**src/logic/pic_pkg.sv**
```systemverilog
// Package of the prioritised interrupt controller: register map, fields, reset values.
// Assumes a 32-bit AXI4-Lite bus, one aligned word per register.
package pic_pkg;
    localparam int NUM_EXT = 8;
    localparam int NUM_PER = 7;
    localparam int NUM_SRC = 15;

    localparam logic [7:0] OFS_EXT_CFG  = 8'h00;   // + 4*n, external_irq_config n
    localparam logic [7:0] OFS_EXT_VEC  = 8'h20;   // + 4*n, external_irq_vector n
    localparam logic [7:0] OFS_PORT_LAT = 8'h40;   // port_latch_upper/lower joined
    localparam logic [7:0] OFS_PORT_PIN = 8'h44;   // port_pin_read_upper/lower joined
    localparam logic [7:0] OFS_PER_LVL  = 8'h48;   // 3 bits per peripheral source
    localparam logic [7:0] OFS_SYS_CFG  = 8'h4C;   // system_config_two
    localparam logic [7:0] OFS_IRQ_STAT = 8'h50;
    localparam logic [7:0] OFS_IRQ_MASK = 8'h54;

    localparam int CFG_FUNC_HI = 7;                // pin_function_sel_hi
    localparam int CFG_FUNC_LO = 6;                // pin_function_sel_lo
    localparam int CFG_AVSEL   = 5;                // autovector_select
    localparam int CFG_PEND    = 3;                // pending_request_flag
    localparam int SYS_NEST    = 0;

    localparam logic [1:0] FUNC_OFF  = 2'h0;
    localparam logic [1:0] FUNC_IRQ  = 2'h1;
    localparam logic [1:0] FUNC_PORT = 2'h2;

    localparam logic [7:0] RST_EXT_CFG  = 8'h00;
    localparam logic [7:0] RST_EXT_VEC  = 8'h0F;
    localparam logic [7:0] RST_PORT_LAT = 8'hFF;
    localparam logic [2:0] LVL_MAX      = 3'h7;
    localparam logic [2:0] LVL_OFF      = 3'h0;

    localparam int ST_ACK_DONE = 0;
    localparam int ST_EXT_EDGE = 1;
    localparam int ST_W        = 2;

    localparam logic [1:0] RESP_OKAY   = 2'h0;
    localparam logic [1:0] RESP_SLVERR = 2'h2;
endpackage
```
**src/logic/pic_ctrl.sv**
```systemverilog
// Prioritised interrupt controller: 8 external falling-edge pins, 7 peripheral requests.
// Assumes an AXI4-Lite master on clk_sys and a CPU core running acknowledge cycles.
`timescale 1ns/1ps
module pic_ctrl (
    input  wire logic        clk_sys,
    input  wire logic        arst_n,
    input  wire logic [7:0]  s_axi_awaddr,
    input  wire logic        s_axi_awvalid,
    output logic             s_axi_awready,
    input  wire logic [31:0] s_axi_wdata,
    input  wire logic [3:0]  s_axi_wstrb,
    input  wire logic        s_axi_wvalid,
    output logic             s_axi_wready,
    output logic [1:0]       s_axi_bresp,
    output logic             s_axi_bvalid,
    input  wire logic        s_axi_bready,
    input  wire logic [7:0]  s_axi_araddr,
    input  wire logic        s_axi_arvalid,
    output logic             s_axi_arready,
    output logic [31:0]      s_axi_rdata,
    output logic [1:0]       s_axi_rresp,
    output logic             s_axi_rvalid,
    input  wire logic        s_axi_rready,
    input  wire logic [7:0]  ext_irq_pin_i,
    output logic [7:0]       ext_irq_pin_o,
    output logic [7:0]       ext_irq_pin_oe,
    output logic [7:0]       ext_irq_pin_weak_hi,
    input  wire logic [6:0]  per_req,
    output logic [6:0]       per_ack,
    input  wire logic [2:0]  cpu_level,
    output logic [2:0]       irq_level,
    input  wire logic        iack_req,
    output logic             iack_done,
    output logic [7:0]       iack_vector,
    output logic             transfer_ack_n,
    output logic             autovector_n,
    output logic [2:0]       sr_level,
    output logic             irq_out
);
    localparam int NS = pic_pkg::NUM_SRC;

    logic [7:0]  cfg_reg [8];
    logic [7:0]  vec_reg [8];
    logic [7:0]  lat_reg;
    logic [20:0] per_lvl_reg;
    logic        nest_reg;
    logic [2:0]  stat_reg;
    logic [2:0]  mask_reg;
    logic [7:0]  s1_reg, s2_reg, s3_reg, filt_reg;
    logic [7:0]  fall;
    logic [3:0]  win_idx;
    logic [2:0]  win_lvl;
    logic [2:0]  lvl [NS];
    logic [NS-1:0] req;

    // Write channel state
    logic [7:0]  awaddr_reg;
    logic [31:0] wdata_reg;
    logic [3:0]  wstrb_reg;
    logic        aw_hold_reg, w_hold_reg;
    logic        wr_go;
    logic        wr_map;
    logic [7:0]  wbyte;

    function automatic logic hit_map(input logic [7:0] a);
        hit_map = (a[1:0] == 2'h0) && (a <= pic_pkg::OFS_IRQ_MASK);
    endfunction

    // Three-stage sampling; the first stage feeds only the second
    always_ff @(posedge clk_sys or negedge arst_n) begin
        if (!arst_n) begin
            s1_reg   <= 8'hFF;
            s2_reg   <= 8'hFF;
            s3_reg   <= 8'hFF;
            filt_reg <= 8'hFF;
        end else begin
            s1_reg <= ext_irq_pin_i;
            s2_reg <= s1_reg;
            s3_reg <= s2_reg;
            for (int i = 0; i < 8; i++) begin
                if (s2_reg[i] == s3_reg[i]) begin
                    filt_reg[i] <= s3_reg[i];
                end
            end
        end
    end

    always_comb begin
        for (int i = 0; i < 8; i++) begin
            fall[i] = filt_reg[i] && !s2_reg[i] && !s3_reg[i];
        end
    end

    // Source table: index 0 wins ties, matching the fixed order
    always_comb begin
        for (int i = 0; i < 8; i++) begin
            lvl[i] = cfg_reg[7 - i][2:0];
            req[i] = cfg_reg[7 - i][pic_pkg::CFG_PEND]
                     && (cfg_reg[7 - i][7:6] == pic_pkg::FUNC_IRQ);
        end
        for (int i = 0; i < 7; i++) begin
            lvl[8 + i] = per_lvl_reg[3 * i +: 3];
            req[8 + i] = per_req[i];
        end
    end

    always_comb begin
        win_idx = 4'h0;
        win_lvl = pic_pkg::LVL_OFF;
        for (int i = 0; i < NS; i++) begin
            if (req[i] && (lvl[i] > win_lvl)) begin
                win_lvl = lvl[i];
                win_idx = 4'(i);
            end
        end
    end

    // Only levels above the running level are forwarded
    always_ff @(posedge clk_sys or negedge arst_n) begin
        if (!arst_n) begin
            irq_level <= 3'h0;
        end else begin
            irq_level <= (win_lvl > cpu_level) ? win_lvl : pic_pkg::LVL_OFF;
        end
    end

    // Acknowledge cycle: answer one cycle after the request
    logic       ack_ok;
    assign ack_ok = iack_req && (win_lvl != pic_pkg::LVL_OFF);

    always_ff @(posedge clk_sys or negedge arst_n) begin
        if (!arst_n) begin
            iack_done      <= 1'b0;
            iack_vector    <= 8'h00;
            transfer_ack_n <= 1'b1;
            autovector_n   <= 1'b1;
            sr_level       <= 3'h0;
            per_ack        <= 7'h00;
        end else begin
            iack_done      <= ack_ok;
            transfer_ack_n <= 1'b1;
            autovector_n   <= 1'b1;
            per_ack        <= 7'h00;
            if (ack_ok) begin
                sr_level    <= nest_reg ? win_lvl : pic_pkg::LVL_MAX;
                if (win_idx < 4'h8 && cfg_reg[3'(7 - win_idx)][pic_pkg::CFG_AVSEL]) begin
                    iack_vector    <= vec_reg[3'(7 - win_idx)];
                    transfer_ack_n <= 1'b0;
                end else begin
                    iack_vector  <= 8'h00;
                    autovector_n <= 1'b0;
                end
                if (win_idx >= 4'h8) begin
                    per_ack[3'(win_idx - 4'h8)] <= 1'b1;
                end
            end
        end
    end

    // AXI4-Lite write path: address and data taken in either order
    assign s_axi_awready = !aw_hold_reg && !s_axi_bvalid;
    assign s_axi_wready  = !w_hold_reg && !s_axi_bvalid;
    assign wr_go         = aw_hold_reg && w_hold_reg;
    assign wr_map        = hit_map(awaddr_reg);
    assign wbyte         = wstrb_reg[0] ? wdata_reg[7:0] : 8'h00;

    always_ff @(posedge clk_sys or negedge arst_n) begin
        if (!arst_n) begin
            aw_hold_reg  <= 1'b0;
            w_hold_reg   <= 1'b0;
            awaddr_reg   <= 8'h00;
            wdata_reg    <= 32'h0;
            wstrb_reg    <= 4'h0;
            s_axi_bvalid <= 1'b0;
            s_axi_bresp  <= pic_pkg::RESP_OKAY;
        end else begin
            if (s_axi_awvalid && s_axi_awready) begin
                aw_hold_reg <= 1'b1;
                awaddr_reg  <= s_axi_awaddr;
            end
            if (s_axi_wvalid && s_axi_wready) begin
                w_hold_reg <= 1'b1;
                wdata_reg  <= s_axi_wdata;
                wstrb_reg  <= s_axi_wstrb;
            end
            if (wr_go) begin
                aw_hold_reg  <= 1'b0;
                w_hold_reg   <= 1'b0;
                s_axi_bvalid <= 1'b1;
                s_axi_bresp  <= wr_map ? pic_pkg::RESP_OKAY : pic_pkg::RESP_SLVERR;
            end else if (s_axi_bvalid && s_axi_bready) begin
                s_axi_bvalid <= 1'b0;
            end
        end
    end

    function automatic logic wr_at(input logic [7:0] a);
        wr_at = wr_go && wstrb_reg[0] && (awaddr_reg == a);
    endfunction

    // Per-pin configuration, pending flag and vector
    always_ff @(posedge clk_sys or negedge arst_n) begin
        if (!arst_n) begin
            for (int n = 0; n < 8; n++) begin
                cfg_reg[n] <= pic_pkg::RST_EXT_CFG;
                vec_reg[n] <= pic_pkg::RST_EXT_VEC;
            end
        end else begin
            for (int n = 0; n < 8; n++) begin
                if (wr_at(8'(pic_pkg::OFS_EXT_CFG + 4 * n))) begin
                    cfg_reg[n] <= {wbyte[7:5], 1'b0, wbyte[3:0]};
                end else if (ack_ok && win_idx == 4'(7 - n)) begin
                    cfg_reg[n][pic_pkg::CFG_PEND] <= 1'b0;
                end
                if (fall[n] && cfg_reg[n][7:6] == pic_pkg::FUNC_IRQ) begin
                    cfg_reg[n][pic_pkg::CFG_PEND] <= 1'b1;
                end
                if (wr_at(8'(pic_pkg::OFS_EXT_VEC + 4 * n))) begin
                    vec_reg[n] <= wbyte;
                end
            end
        end
    end

    // Shared port latch, written through either port register
    always_ff @(posedge clk_sys or negedge arst_n) begin
        if (!arst_n) begin
            lat_reg <= pic_pkg::RST_PORT_LAT;
        end else if (wr_at(pic_pkg::OFS_PORT_LAT) || wr_at(pic_pkg::OFS_PORT_PIN)) begin
            lat_reg <= wbyte;
        end
    end

    // A 1 only pulls weakly high so an outside driver can win; a 0 drives hard
    always_comb begin
        for (int n = 0; n < 8; n++) begin
            ext_irq_pin_o[n]       = 1'b0;
            ext_irq_pin_oe[n]      = (cfg_reg[n][7:6] == pic_pkg::FUNC_PORT) && !lat_reg[n];
            ext_irq_pin_weak_hi[n] = (cfg_reg[n][7:6] == pic_pkg::FUNC_PORT) && lat_reg[n];
        end
    end

    always_ff @(posedge clk_sys or negedge arst_n) begin
        if (!arst_n) begin
            per_lvl_reg <= 21'h0;
            nest_reg    <= 1'b0;
            mask_reg    <= 3'h0;
        end else if (wr_go) begin
            if (awaddr_reg == pic_pkg::OFS_PER_LVL) begin
                // Only 21 bits exist, so the third byte lane is cut to five bits
                if (wstrb_reg[0]) begin
                    per_lvl_reg[7:0] <= wdata_reg[7:0];
                end
                if (wstrb_reg[1]) begin
                    per_lvl_reg[15:8] <= wdata_reg[15:8];
                end
                if (wstrb_reg[2]) begin
                    per_lvl_reg[20:16] <= wdata_reg[20:16];
                end
            end
            if (wr_at(pic_pkg::OFS_SYS_CFG)) begin
                nest_reg <= wdata_reg[pic_pkg::SYS_NEST];
            end
            if (wr_at(pic_pkg::OFS_IRQ_MASK)) begin
                mask_reg <= wdata_reg[2:0];
            end
        end
    end

    // Sticky status; a new event beats a simultaneous write-one-to-clear
    logic [2:0] ev;
    assign ev = {1'b0, |fall, iack_done};

    always_ff @(posedge clk_sys or negedge arst_n) begin
        if (!arst_n) begin
            stat_reg <= 3'h0;
        end else begin
            stat_reg <= (stat_reg & ~(wr_at(pic_pkg::OFS_IRQ_STAT) ? wdata_reg[2:0] : 3'h0)) | ev;
        end
    end

    assign irq_out = |(stat_reg & mask_reg);

    // AXI4-Lite read path, one cycle from address to data
    assign s_axi_arready = !s_axi_rvalid;

    always_ff @(posedge clk_sys or negedge arst_n) begin
        if (!arst_n) begin
            s_axi_rvalid <= 1'b0;
            s_axi_rdata  <= 32'h0;
            s_axi_rresp  <= pic_pkg::RESP_OKAY;
        end else if (s_axi_arvalid && s_axi_arready) begin
            s_axi_rvalid <= 1'b1;
            s_axi_rresp  <= hit_map(s_axi_araddr) ? pic_pkg::RESP_OKAY : pic_pkg::RESP_SLVERR;
            s_axi_rdata  <= 32'h0;
            if (!hit_map(s_axi_araddr)) begin
                s_axi_rdata <= 32'h0;
            end else if (s_axi_araddr < pic_pkg::OFS_EXT_VEC) begin
                s_axi_rdata[7:0] <= cfg_reg[s_axi_araddr[4:2]];
            end else if (s_axi_araddr < pic_pkg::OFS_PORT_LAT) begin
                s_axi_rdata[7:0] <= vec_reg[s_axi_araddr[4:2]];
            end else begin
                unique case (s_axi_araddr)
                    pic_pkg::OFS_PORT_LAT: s_axi_rdata[7:0] <= lat_reg;
                    pic_pkg::OFS_PORT_PIN: s_axi_rdata[7:0] <= filt_reg;
                    pic_pkg::OFS_PER_LVL:  s_axi_rdata[20:0] <= per_lvl_reg;
                    pic_pkg::OFS_SYS_CFG:  s_axi_rdata[0] <= nest_reg;
                    pic_pkg::OFS_IRQ_STAT: s_axi_rdata[2:0] <= stat_reg;
                    pic_pkg::OFS_IRQ_MASK: s_axi_rdata[2:0] <= mask_reg;
                    default:               s_axi_rdata <= 32'h0;
                endcase
            end
        end else if (s_axi_rvalid && s_axi_rready) begin
            s_axi_rvalid <= 1'b0;
        end
    end

    property p_lvl_forward;
        @(posedge clk_sys) disable iff (!arst_n)
        (win_lvl > cpu_level) |=> (irq_level == $past(win_lvl));
    endproperty
    a_lvl_forward: assert property (p_lvl_forward) else $error("winner level not forwarded");

    property p_lvl_block;
        @(posedge clk_sys) disable iff (!arst_n)
        (win_lvl <= cpu_level) |=> (irq_level == 3'h0);
    endproperty
    a_lvl_block: assert property (p_lvl_block) else $error("blocked level forwarded");

    property p_nest;
        @(posedge clk_sys) disable iff (!arst_n)
        (ack_ok && nest_reg) |=> (sr_level == $past(win_lvl));
    endproperty
    a_nest: assert property (p_nest) else $error("nested level wrong");

    property p_nonest;
        @(posedge clk_sys) disable iff (!arst_n)
        (ack_ok && !nest_reg) |=> (sr_level == 3'h7);
    endproperty
    a_nonest: assert property (p_nonest) else $error("level 7 not loaded");

    property p_one_answer;
        @(posedge clk_sys) disable iff (!arst_n)
        iack_done |-> (transfer_ack_n != autovector_n);
    endproperty
    a_one_answer: assert property (p_one_answer) else $error("acknowledge answer not exclusive");

    property p_edge_pend;
        @(posedge clk_sys) disable iff (!arst_n)
        (fall[2] && cfg_reg[2][7:6] == pic_pkg::FUNC_IRQ) |=> cfg_reg[2][pic_pkg::CFG_PEND];
    endproperty
    a_edge_pend: assert property (p_edge_pend) else $error("edge did not set pending");

    property p_no_edge_off;
        @(posedge clk_sys) disable iff (!arst_n)
        (!cfg_reg[0][pic_pkg::CFG_PEND] && cfg_reg[0][7:6] != pic_pkg::FUNC_IRQ && !wr_go)
            |=> !cfg_reg[0][pic_pkg::CFG_PEND];
    endproperty
    a_no_edge_off: assert property (p_no_edge_off) else $error("pending set while not in irq mode");

    property p_ack_clear;
        @(posedge clk_sys) disable iff (!arst_n)
        (ack_ok && win_idx == 4'h7 && !fall[0] && !wr_go) |=> !cfg_reg[0][pic_pkg::CFG_PEND];
    endproperty
    a_ack_clear: assert property (p_ack_clear) else $error("acknowledge left pending set");

    property p_pin_read;
        @(posedge clk_sys) disable iff (!arst_n)
        (s_axi_arvalid && s_axi_arready && s_axi_araddr == pic_pkg::OFS_PORT_PIN)
            |=> (s_axi_rdata[7:0] == $past(filt_reg));
    endproperty
    a_pin_read: assert property (p_pin_read) else $error("pin register read wrong");

    c_vectored: cover property (@(posedge clk_sys) disable iff (!arst_n) iack_done && !transfer_ack_n);
    c_autovec:  cover property (@(posedge clk_sys) disable iff (!arst_n) iack_done && !autovector_n);
    c_per_ack:  cover property (@(posedge clk_sys) disable iff (!arst_n) |per_ack);
endmodule // pic_ctrl

```
**config.mk**
```make
export PLATFORM = sky130hd
export DESIGN_NAME = pic_ctrl
export DESIGN_NICKNAME = d
export VERILOG_FILES = /design/src/logic/pic_pkg.sv /design/src/logic/pic_ctrl.sv
export SDC_FILE = /design/constraint.sdc
export NUM_CORES = 1
export LEC_CHECK = 0
export ABC_AREA = 1
export BUFFER_PORTS_ARGS = -buffer_cell sky130_fd_sc_hd__buf_2
export CAP_MARGIN = 20
export CORE_MARGIN = 4
export CORE_UTILIZATION = 41
export DETAILED_ROUTE_END_ITERATION = 12
export GPL_ROUTABILITY_DRIVEN = 0
export GPL_TIMING_DRIVEN = 0
export MAX_ROUTING_LAYER = met4
export PLACE_DENSITY = 0.63
export SLEW_MARGIN = 20
export SYNTH_ARGS = -nofsm -noshare
export SYNTH_HDL_FRONTEND = slang
export SYNTH_SLANG_ARGS = --single-unit
export TNS_END_PERCENT = 10
```
**constraint.sdc**
```tcl
create_clock -name clk_sys -period 22.8 [get_ports clk_sys]
set_input_delay 4.56 -clock clk_sys [delete_from_list [all_inputs] [get_ports clk_sys]]
set_output_delay 4.56 -clock clk_sys [all_outputs]
set_load 0.1 [all_outputs]
```
==> results.cfg, run 1 <==
[logic_synthesis]
async_flop_share = 1.000
yosys_warnings = 0
synth_seq_cells = 271
ys_seq_area_frac = 0.4774
syn_area_per_cell_sq_um = 8.085
synth_flop_cell = dfrtp_1
ys_types = 63
syn_area_sq_um = 14400
postSynthCellCount = 1781
synth-edff-count = 0

[power_and_ir_drop]
p_leak_nw = 8.023
comb_power_share = 0.269
p_int_mw = 0.9565
swShare = 0.3701
p_clk_frac = 0.356
ir_drop_uv = 102.2
seqPwrFrac = 0.375
power.switching_mw = 0.5619
powerDensity_nw_per_um2 = 89.75
fin_total_pwr_mw = 1.518

[die]
die_x_microns = 195.4
io_pins = 168
start_util = 0.4158
die_h_microns = 195.4
fp-row-count = 68
dieArea_sq_um = 38180
coreArea_sq_um = 34630

[routing]
wire_per_inst_microns = 20.27
topRoutingLayerUsed = met4
drc = 0
routed-wl-met2_mm = 21.28
m1WireLength_mm = 21.31
drtIter0Drc = 1317
viasPerCell = 5.465
num_vias = 13400
routed_wirelength_mm = 49.71
first_pass_iters = 6
antenna_left = 0
wl_met3_mm = 4.814

[cts]
ctsResizeCount = 0
cts_root_buf = clkbuf_16
cts_tree = built
cts_buffer_depth = 3
clk_latency_ns = 0.58
htreeDepth = 1
clkSlewWorstSetupHoldPaths_ns = 0.06
hold_buffers = 0
cts.sinks = 271
post_cts_buffers = 0
cts_made_buffers = 31

[grt]
grt_pass1_vias = 12870
antenna_found_initial = 1
grt_max_degree = 89
grt_pass1_wl_mm = 75.84
grt_overflow = 0
track_usage = 0.2618

[run_status]
run_status = finished clean

[critical_path]
crit_arrival_ns = 18.20
crit_slowest_cell = o21ai_0
cp_slowest_stage_delay_ns = 0.42
cp.required_ns = 23.31
critPathMaxFanout = 10
start_kind = flop
setup.worst_path.start = cfg_reg[7]
cp_common_cell = o21ai_0
end_kind = flop
path_class = flop to flop
reg2reg_from = cfg_reg[7]
r2r-end = iack_vector[0]
rr_worst_depth = 102
rrSetupSlack_ns = 5.11

[sta]
rsz0062_at_grt = false
relSlewSlack = 0.2061
tightest_slew_ns = 1.161
period_needed_ns = 17.69
fin_skew_ns = 0.01085
timing.final.crit_share = 0.7760
setup_tns_ns = 0
drv_slew = 0
setup_viol = 0
max_freq_ghz = 0.05652
hold_violations = 0

[placed_design]
placed_cell_area_sq_um = 15810
hpwl_mm = 37.66
portBuffers = 134

[finish]
layout-drive-gt1-share = 0.2029
n_fill_cell = 3351
final_area_sq_um = 16920
largest_reg_flops = 64
final_nets = 2067
syn_to_final_growth_pct = 17.49

[min_path]
worstHoldEndpoint = s2_reg[3]
holdPathStages = 0
hold_class = flop to flop
hold_start = s1_reg[3]

[run]
cap_violations = 0
## per-stage QoR
step | util | hold slack (ns) | setup WS, ns | instances
finish | 0.4885 | 0.3470 | 5.108 | 2452
floorplan | - | 0.3452 | 8.069 | 1801
CTS | 0.4885 | 0.3408 | 5.377 | 2451
global route | 0.4885 | 0.3368 | 3.575 | 2452
global placement | 0.4538 | 0.3458 | 5.811 | 2390
detailed placement | 0.4565 | 0.3468 | 5.457 | 2393
## how the worst max path moves through the flow
stage / depth (start not counted) / to / slack (ns)
2_1_floorplan: 104 / irq_level[2] / 8.07
3_3_place_gp: 100 / iack_vector[1] / 5.81
3_5_place_dp: 100 / sr_level[0] / 5.46
6_report: 102 / iack_vector[0] / 5.11
5_1_grt: 102 / iack_vector[0] / 3.58
4_1_cts: 101 / iack_vector[1] / 5.38
## critical path: cells and delay by family (launching register included)
| family | cells | cell delay, ns |
|---|---|---|
| DFF | 1 | 0.39 |
| buffers and inverters | 8 | 0.86 |
| and+or+nand+nor | 56 | 6.56 |
| adders and majority gates | 14 | 4.21 |
| AOI/OAI and AO/OA | 24 | 5.56 |
## power by group through the flow
stage          Combinational (mW)  Clock (mW)  Sequential, mW
6_report                    0.409       0.541           0.569
2_1_floorplan               0.228           0           0.608
5_1_grt                     0.439       0.570           0.575
3_5_place_dp                0.400           0           0.576
4_1_cts                     0.402       0.548           0.568
3_3_place_gp                0.395           0           0.575
## synth_stat cells (5+ instances only)
library cell / n / area [sq um]
a21oi_1: 48 / 240.2
o21ai_0: 214 / 1071
o311ai_0: 5 / 43.79
nand2_1: 409 / 1535
a221oi_1: 7 / 61.31
nand2_4: 13 / 146.4
ha_1: 18 / 225.2
clkbuf_1: 48 / 180.2
nor3_1: 34 / 170.2
o211ai_1: 9 / 67.56
o22ai_1: 37 / 231.5
mux2_2: 5 / 56.30
o221ai_1: 5 / 43.79
nor2_1: 137 / 514.2
inv_2: 8 / 30.03
buf_4: 22 / 165.2
nor2_2: 5 / 31.28
nand3_1: 62 / 310.3
inv_1: 226 / 848.3
buf_6: 7 / 78.83
o2111ai_1: 5 / 43.79
o21ai_1: 8 / 40.04
a211oi_1: 5 / 37.54
nand3_2: 20 / 200.2
nand4_1: 31 / 193.9
nand2_2: 30 / 187.7
o31ai_1: 15 / 112.6
dfstp_2: 74 / 1944
or2_2: 6 / 37.54
and3_1: 5 / 31.28
dfrtp_1: 197 / 4930
## layout make-up
type | instances | area [sq um] | share of cell area
Sequential cell | 271 | 6874 | 0.4063
Multi-Input combinational cell | 1208 | 6240 | 0.3688
Clock buffer | 46 | 912.1 | 0.05392
Inverter | 238 | 895.9 | 0.05295
Timing Repair Buffer | 137 | 763.2 | 0.04511
Tap cell | 455 | 569.3 | 0.03365
Buffer | 84 | 464.2 | 0.02744
Clock inverter | 12 | 196.4 | 0.01161
Antenna cell | 1 | 2.502 | 0.0001479
## cell usage in the layout (no fill, tap or decap), types with 6 or more instances in the layout
cell       count
inv_1        226
o22ai_1       37
o211ai_1       9
o21ai_0      214
o21ai_1        8
nand2_4       13
buf_4         22
clkbuf_8       9
ha_1          18
buf_2        135
dfrtp_1      197
nor3_1        34
nor2_1       137
nand4_1       31
nand2_1      409
clkbuf_1      55
conb_1        21
a21oi_1       48
clkbuf_16     31
o31ai_1       15
nand3_1       62
dfstp_2       74
a221oi_1       7
nand3_2       20
inv_2          8
or2_2          6
nand2_2       30
buf_6          7
## kinds of logic (layout without fill, tap and decap cells)
kind of cell / Yosys count / after routing / share of synthesized area
AND/OR/NAND/NOR: 764 / 764 / 0.2424
AO/OA/AOI/OAI: 398 / 398 / 0.1646
buffers and inverters: 322 / 517 / 0.09446
flip-flops: 271 / 271 / 0.4774
adder cells (fa/ha/maj): 20 / 20 / 0.01703
multiplexers: 5 / 5 / 0.003910
other: 1 / 22 / 0.0002604
## layer usage
layer  track usage  vias to the layer above
met3       0.05331                      142
met5             -                        -
met1        0.3590                     6337
li1              -                     6221
met4        0.1040                        0
met2        0.3823                      700
Note: power is estimated with default switching activity, not from simulation.
==> run 2: changes to the inputs <==
==> constraint.sdc (replaced) <==
create_clock -name clk_sys -period 16.4 [get_ports clk_sys]
set_input_delay 3.28 -clock clk_sys [delete_from_list [all_inputs] [get_ports clk_sys]]
set_output_delay 3.28 -clock clk_sys [all_outputs]
set_load 0.1 [all_outputs]
==> run 2 against run 1 <==
  * Register-to-register slack got worse by 4.2 ns
  * Critical path depth grew 11
  * Sequential power is 39% higher
  * Combinational power up 42%
  * Worst hold slack got worse by 0.0052 ns
  * Via count up 1.4%
  * Clock power grew 39%
  * Setup slack got worse by 4.2 ns
  * Count of clock-buffer cells in the layout did not move
  * Design area grew 2.0%
  * Fmax increased by 14%
  * Power rose by 40%
==> results.cfg, run 2 (same netlist as run 1, synthesis figures left out) <==
[cts]
cts_root_buf = clkbuf_16
cts_made_buffers = 31
cts.sinks = 271
clkSlewWorstSetupHoldPaths_ns = 0.06
cts_tree = built
hold_buffers = 0
clk_latency_ns = 0.58
htreeDepth = 1
cts_buffer_depth = 3

[die]
fp-row-count = 68
io_pins = 168
die_h_microns = 195.4
die_x_microns = 195.4
coreArea_sq_um = 34630
dieArea_sq_um = 38180
start_util = 0.4158

[sta]
relSlewSlack = 0.2205
setup_viol = 0
timing.final.crit_share = 0.9454
period_needed_ns = 15.50
drv_slew = 0
worst_slack_ns = 0.8958
max_freq_ghz = 0.06450
fin_skew_ns = 0.01449
tightest_slew_ns = 1.140
hold_violations = 0

[min_path]
hold_start = s1_reg[3]
hold_class = flop to flop
holdPathStages = 0

[routing]
first_pass_iters = 6
antenna_left = 0
wire_per_inst_microns = 20.49
drc = 0
routed_wirelength_mm = 50.44
drtIter0Drc = 1291
viasPerCell = 5.518
num_vias = 13590

[finish]
largest_reg_flops = 64
multi_input_area_sq_um = 6489
regArea_sq_um = 6875
final_core_util = 0.4986
final_common_cell = nand2_1
layout-drive-gt1-share = 0.2258
layout_common_cells = nand2_1, inv_1, dfrtp_1
n_fill_cell = 3312
syn_to_final_growth_pct = 19.90
final_nets = 2077

[critical_path]
path_class = flop to flop
critPathMaxFanout = 7
cp_slowest_stage_delay_ns = 0.40
cp.required_ns = 16.90
cp_common_cell = nand2_2
rr_worst_depth = 113
start_kind = flop
crit_arrival_ns = 16.01
reg2reg_from = cfg_reg[7]
end_kind = flop
setup.worst_path.start = cfg_reg[7]
crit_slowest_cell = dfrtp_1

[placed_design]
hpwl_mm = 37.66
portBuffers = 134
dpl_worst_slack_ns = -0.9433

[grt]
grt_max_degree = 89
grt_pass1_wl_mm = 75.86
antenna_found_initial = 1
grt_overflow = 0
track_usage = 0.2618
grt_pass1_vias = 12870

[power_and_ir_drop]
p_leak_nw = 8.177
powerDensity_nw_per_um2 = 123.1
ir_drop_uv = 142.2

[run]
cap_violations = 0

[run_status]
run_status = finished clean
run 2: path summary, 6_finish.rpt:
kind	to	slack (ns)
max	iack_vector[0]	0.90
min	s2_reg[3]	0.34
max reg2reg	iack_vector[0]	0.90
min reg2reg	s2_reg[3]	0.34
max in group asynchronous	vec_reg[43]	12.70
min in group asynchronous	wstrb_reg[2]	2.57
run 2: cell type report:
class / count / area share
well taps: 455 / 0.03298
multi-input cells: 1210 / 0.3759
flip-flops and latches: 271 / 0.3982
plain buffers: 84 / 0.02783
clock buffers: 46 / 0.05283
inverters: 238 / 0.05204
repair buffers: 145 / 0.04870
clock inverters: 12 / 0.01138
diodes: 1 / 0.0001449
run 2: what timing repair did:
action                                  in CTS  in global routing
endpoints found under the setup margin      32                 32
gates cloned                                 0                  3
pin swaps                                    0                  7
buffers inserted                             0                  7
resized for setup                           15                 63
run 2: report_power, final:
| group | leakage (nW) | switching [mW] | internal [mW] |
|---|---|---|---|
| Combinational | 4.28 | 0.453 | 0.129 |
| Clock | 0.535 | 0.290 | 0.462 |
| Sequential | 3.36 | 0.0466 | 0.745 |
run 2: critical path, delay by kind of cell, from the launching register on:
kind / cells / cell delay, ns
and+or+nand+nor: 69 / 7.89
adders and majority gates: 14 / 3.97
AOI/OAI and AO/OA: 23 / 2.53
buffers and inverters: 7 / 0.65
DFF: 1 / 0.40
run 2: metrics by stage:
stage          area, sq um  hold slack, ns  TNS [ns]  power (mW)  instances
6_report             17260          0.3419         0       2.125       2462
5_1_grt              17260          0.3368    -3.407       2.214       2462
4_1_cts              16940          0.3408         0       2.112       2451
3_5_place_dp         15810          0.3468    -28.30       1.358       2393
3_3_place_gp         15710          0.3458    -16.30       1.348       2390
2_1_floorplan        14470          0.3452         0       1.163       1801
run 2: layer usage:
metal	GRT usage	routed length (microns)	up-vias
li1	-	-	6247
met1	0.3590	21290	6456
met2	0.3824	21890	730
met3	0.05331	4924	152
met4	0.1040	2326	0
met5	-	0	-
==> run 3: changes to the inputs <==
--- a/config.mk
+++ b/config.mk
@@ -9,12 +9,12 @@
 export BUFFER_PORTS_ARGS = -buffer_cell sky130_fd_sc_hd__buf_2
 export CAP_MARGIN = 20
 export CORE_MARGIN = 4
-export CORE_UTILIZATION = 41
+export CORE_UTILIZATION = 50
 export DETAILED_ROUTE_END_ITERATION = 12
 export GPL_ROUTABILITY_DRIVEN = 0
 export GPL_TIMING_DRIVEN = 0
 export MAX_ROUTING_LAYER = met4
-export PLACE_DENSITY = 0.63
+export PLACE_DENSITY = 0.74
 export SLEW_MARGIN = 20
 export SYNTH_ARGS = -nofsm -noshare
 export SYNTH_HDL_FRONTEND = slang
==> run 3 against run 2 <==
  * Power fell by 2.1%
  * Fmax down 1.2%
  * Non-clock buffer count increased by 3
  * Core utilization is 11 points higher
  * Wire length shrank 3.8%
  * Die area is 17% lower
  * Design area is 0.84% lower
  * Global-route usage is 4.2 points higher
  * Combinational power barely moved
  * Critical path depth shrank 3
  * Via count up 1.8%
  * Clock power shrank 5.6%
  * Largest power group unchanged
==> results.cfg, run 3 (same netlist as run 1, synthesis figures left out) <==
[min_path]
holdPathStages = 0
hold_start = s1_reg[2]
worstHoldEndpoint = s2_reg[2]
hold_class = flop to flop

[power_and_ir_drop]
p_int_mw = 1.304
p_leak_nw = 8.178
seqPwrFrac = 0.380
powerDensity_nw_per_um2 = 121.6
power.switching_mw = 0.7770
swShare = 0.3734
comb_power_share = 0.279
fin_total_pwr_mw = 2.081
p_clk_frac = 0.341
ir_drop_uv = 162.4

[critical_path]
end_kind = flop
start_kind = flop
r2r-end = cfg_reg[3]
rrSetupSlack_ns = 0.70
reg2reg_from = cfg_reg[7]
cp.required_ns = 16.84
crit_arrival_ns = 16.14
path_class = flop to flop
crit_slowest_cell = dfrtp_1
cp_slowest_stage_delay_ns = 0.39
critPathMaxFanout = 10
rr_worst_depth = 110

[die]
start_util = 0.5127
die_h_microns = 177.7
io_pins = 168
fp-row-count = 61
coreArea_sq_um = 28090
die_x_microns = 177.7
dieArea_sq_um = 31580

[run]
cap_violations = 0

[finish]
final_nets = 2078
n_fill_cell = 2483
largest_reg_flops = 64
syn_to_final_growth_pct = 18.89
layout-drive-gt1-share = 0.2258
final_area_sq_um = 17120
final_common_cell = nand2_1
layout_common_cells = nand2_1, inv_1, o21ai_0

[grt]
grt_overflow = 0
track_usage = 0.3040
grt_max_degree = 92
grt_pass1_wl_mm = 72.16
antenna_found_initial = 1
grt_pass1_vias = 12580

[cts]
cts_tree = built
cts.sinks = 271
clk_latency_ns = 0.56
htreeDepth = 1
cts_buffer_depth = 3
cts_root_buf = clkbuf_16
hold_buffers = 0
clkSlewWorstSetupHoldPaths_ns = 0.06
cts_made_buffers = 30

[sta]
period_needed_ns = 15.70
whs_ns = 0.3536
timing.final.crit_share = 0.9573
max_freq_ghz = 0.06370
relSlewSlack = 0.3522
tightest_slew_ns = 0.9472
drv_slew = 0
setup_viol = 0
hold_violations = 0
fin_skew_ns = 0.01750

[routing]
viasPerCell = 5.801
drc = 0
routed_wirelength_mm = 48.51
antenna_left = 0
wire_per_inst_microns = 20.34
first_pass_iters = 6
num_vias = 13840
drtIter0Drc = 1870

[placed_design]
hpwl_mm = 35.64
portBuffers = 134
placed_cell_area_sq_um = 15710

[run_status]
run_status = finished clean
==> run 3: changes by cell type in the layout (fill, tap and decap cells not counted), moves of 3 or more <==
| cell | before | now |
|---|---|---|
| clkinv_2 | 3 | 9 |
| buf_4 | 30 | 35 |
| clkbuf_8 | 9 | 6 |
| nor2_2 | 11 | 8 |
==> run 3: per-stage QoR <==
step	utilization	worst slack, ns	TNS, ns	instances
2_1_floorplan	-	1.669	0	1801
3_3_place_gp	0.5560	-0.4328	-12.03	2313
4_1_cts	0.5973	0.0003944	0	2372
5_1_grt	0.6095	-0.2308	-6.048	2385
6_report	0.6095	0.7006	0	2385
3_5_place_dp	0.5593	-0.9224	-27.59	2316
==> run 3: power groups by stage <==
stage | clock [mW] | combinational, mW | sequential, mW
floorplan | 0 | 0.318 | 0.846
finish | 0.709 | 0.581 | 0.791
CTS | 0.713 | 0.555 | 0.789
global route | 0.744 | 0.620 | 0.799
detailed placement | 0 | 0.553 | 0.800
global placement | 0 | 0.540 | 0.797
==> run 3: metal layers <==
metal,GRT usage,wire [microns],vias to the layer above,share of wire
li1,-,-,6251,-
met1,0.4155,19160,6475,0.40
met2,0.4393,21110,935,0.44
met3,0.06966,5740,175,0.12
met4,0.1270,2496,0,0.051
met5,-,0,-,0
==> run 3: repair_timing <==
item	CTS	global route
gates resized for setup	14	63
pin swaps	0	10
gates cloned	0	2
buffers inserted	0	10
endpoints found under the setup margin	32	32
==> run 3: critical path: cells and delay by family, from the launching register on <==
kind / cells / cell delay, ns
simple gates: 64 / 7.67
flops: 1 / 0.39
buf+inv: 8 / 0.79
fa+ha+maj: 14 / 3.96
compound gates: 24 / 2.72
==> run 3: worst max-delay path by stage <==
stage                          start             end  slack [ns]  cells after the start
final                     cfg_reg[7]      cfg_reg[3]        0.70                    110
after floorplan           cfg_reg[7]    irq_level[2]        1.67                    104
after global routing      cfg_reg[7]  iack_vector[1]       -0.23                    115
after global placement    cfg_reg[7]  iack_vector[5]       -0.43                    100
after CTS                 cfg_reg[7]      per_ack[5]      0.0004                    102
after detailed placement  cfg_reg[7]  iack_vector[5]       -0.92                    100
==> run 3: area by class of cell <==
type	count	area (sq um)	area share
diodes	1	2.502	0.0001462
plain buffers	84	480.5	0.02807
clock buffers	41	863.3	0.05043
clock inverters	15	181.4	0.01060
inverters	238	895.9	0.05233
multi-input cells	1209	6484	0.3787
flip-flops and latches	271	6875	0.4016
well taps	378	473.0	0.02763
repair buffers	148	863.3	0.05043
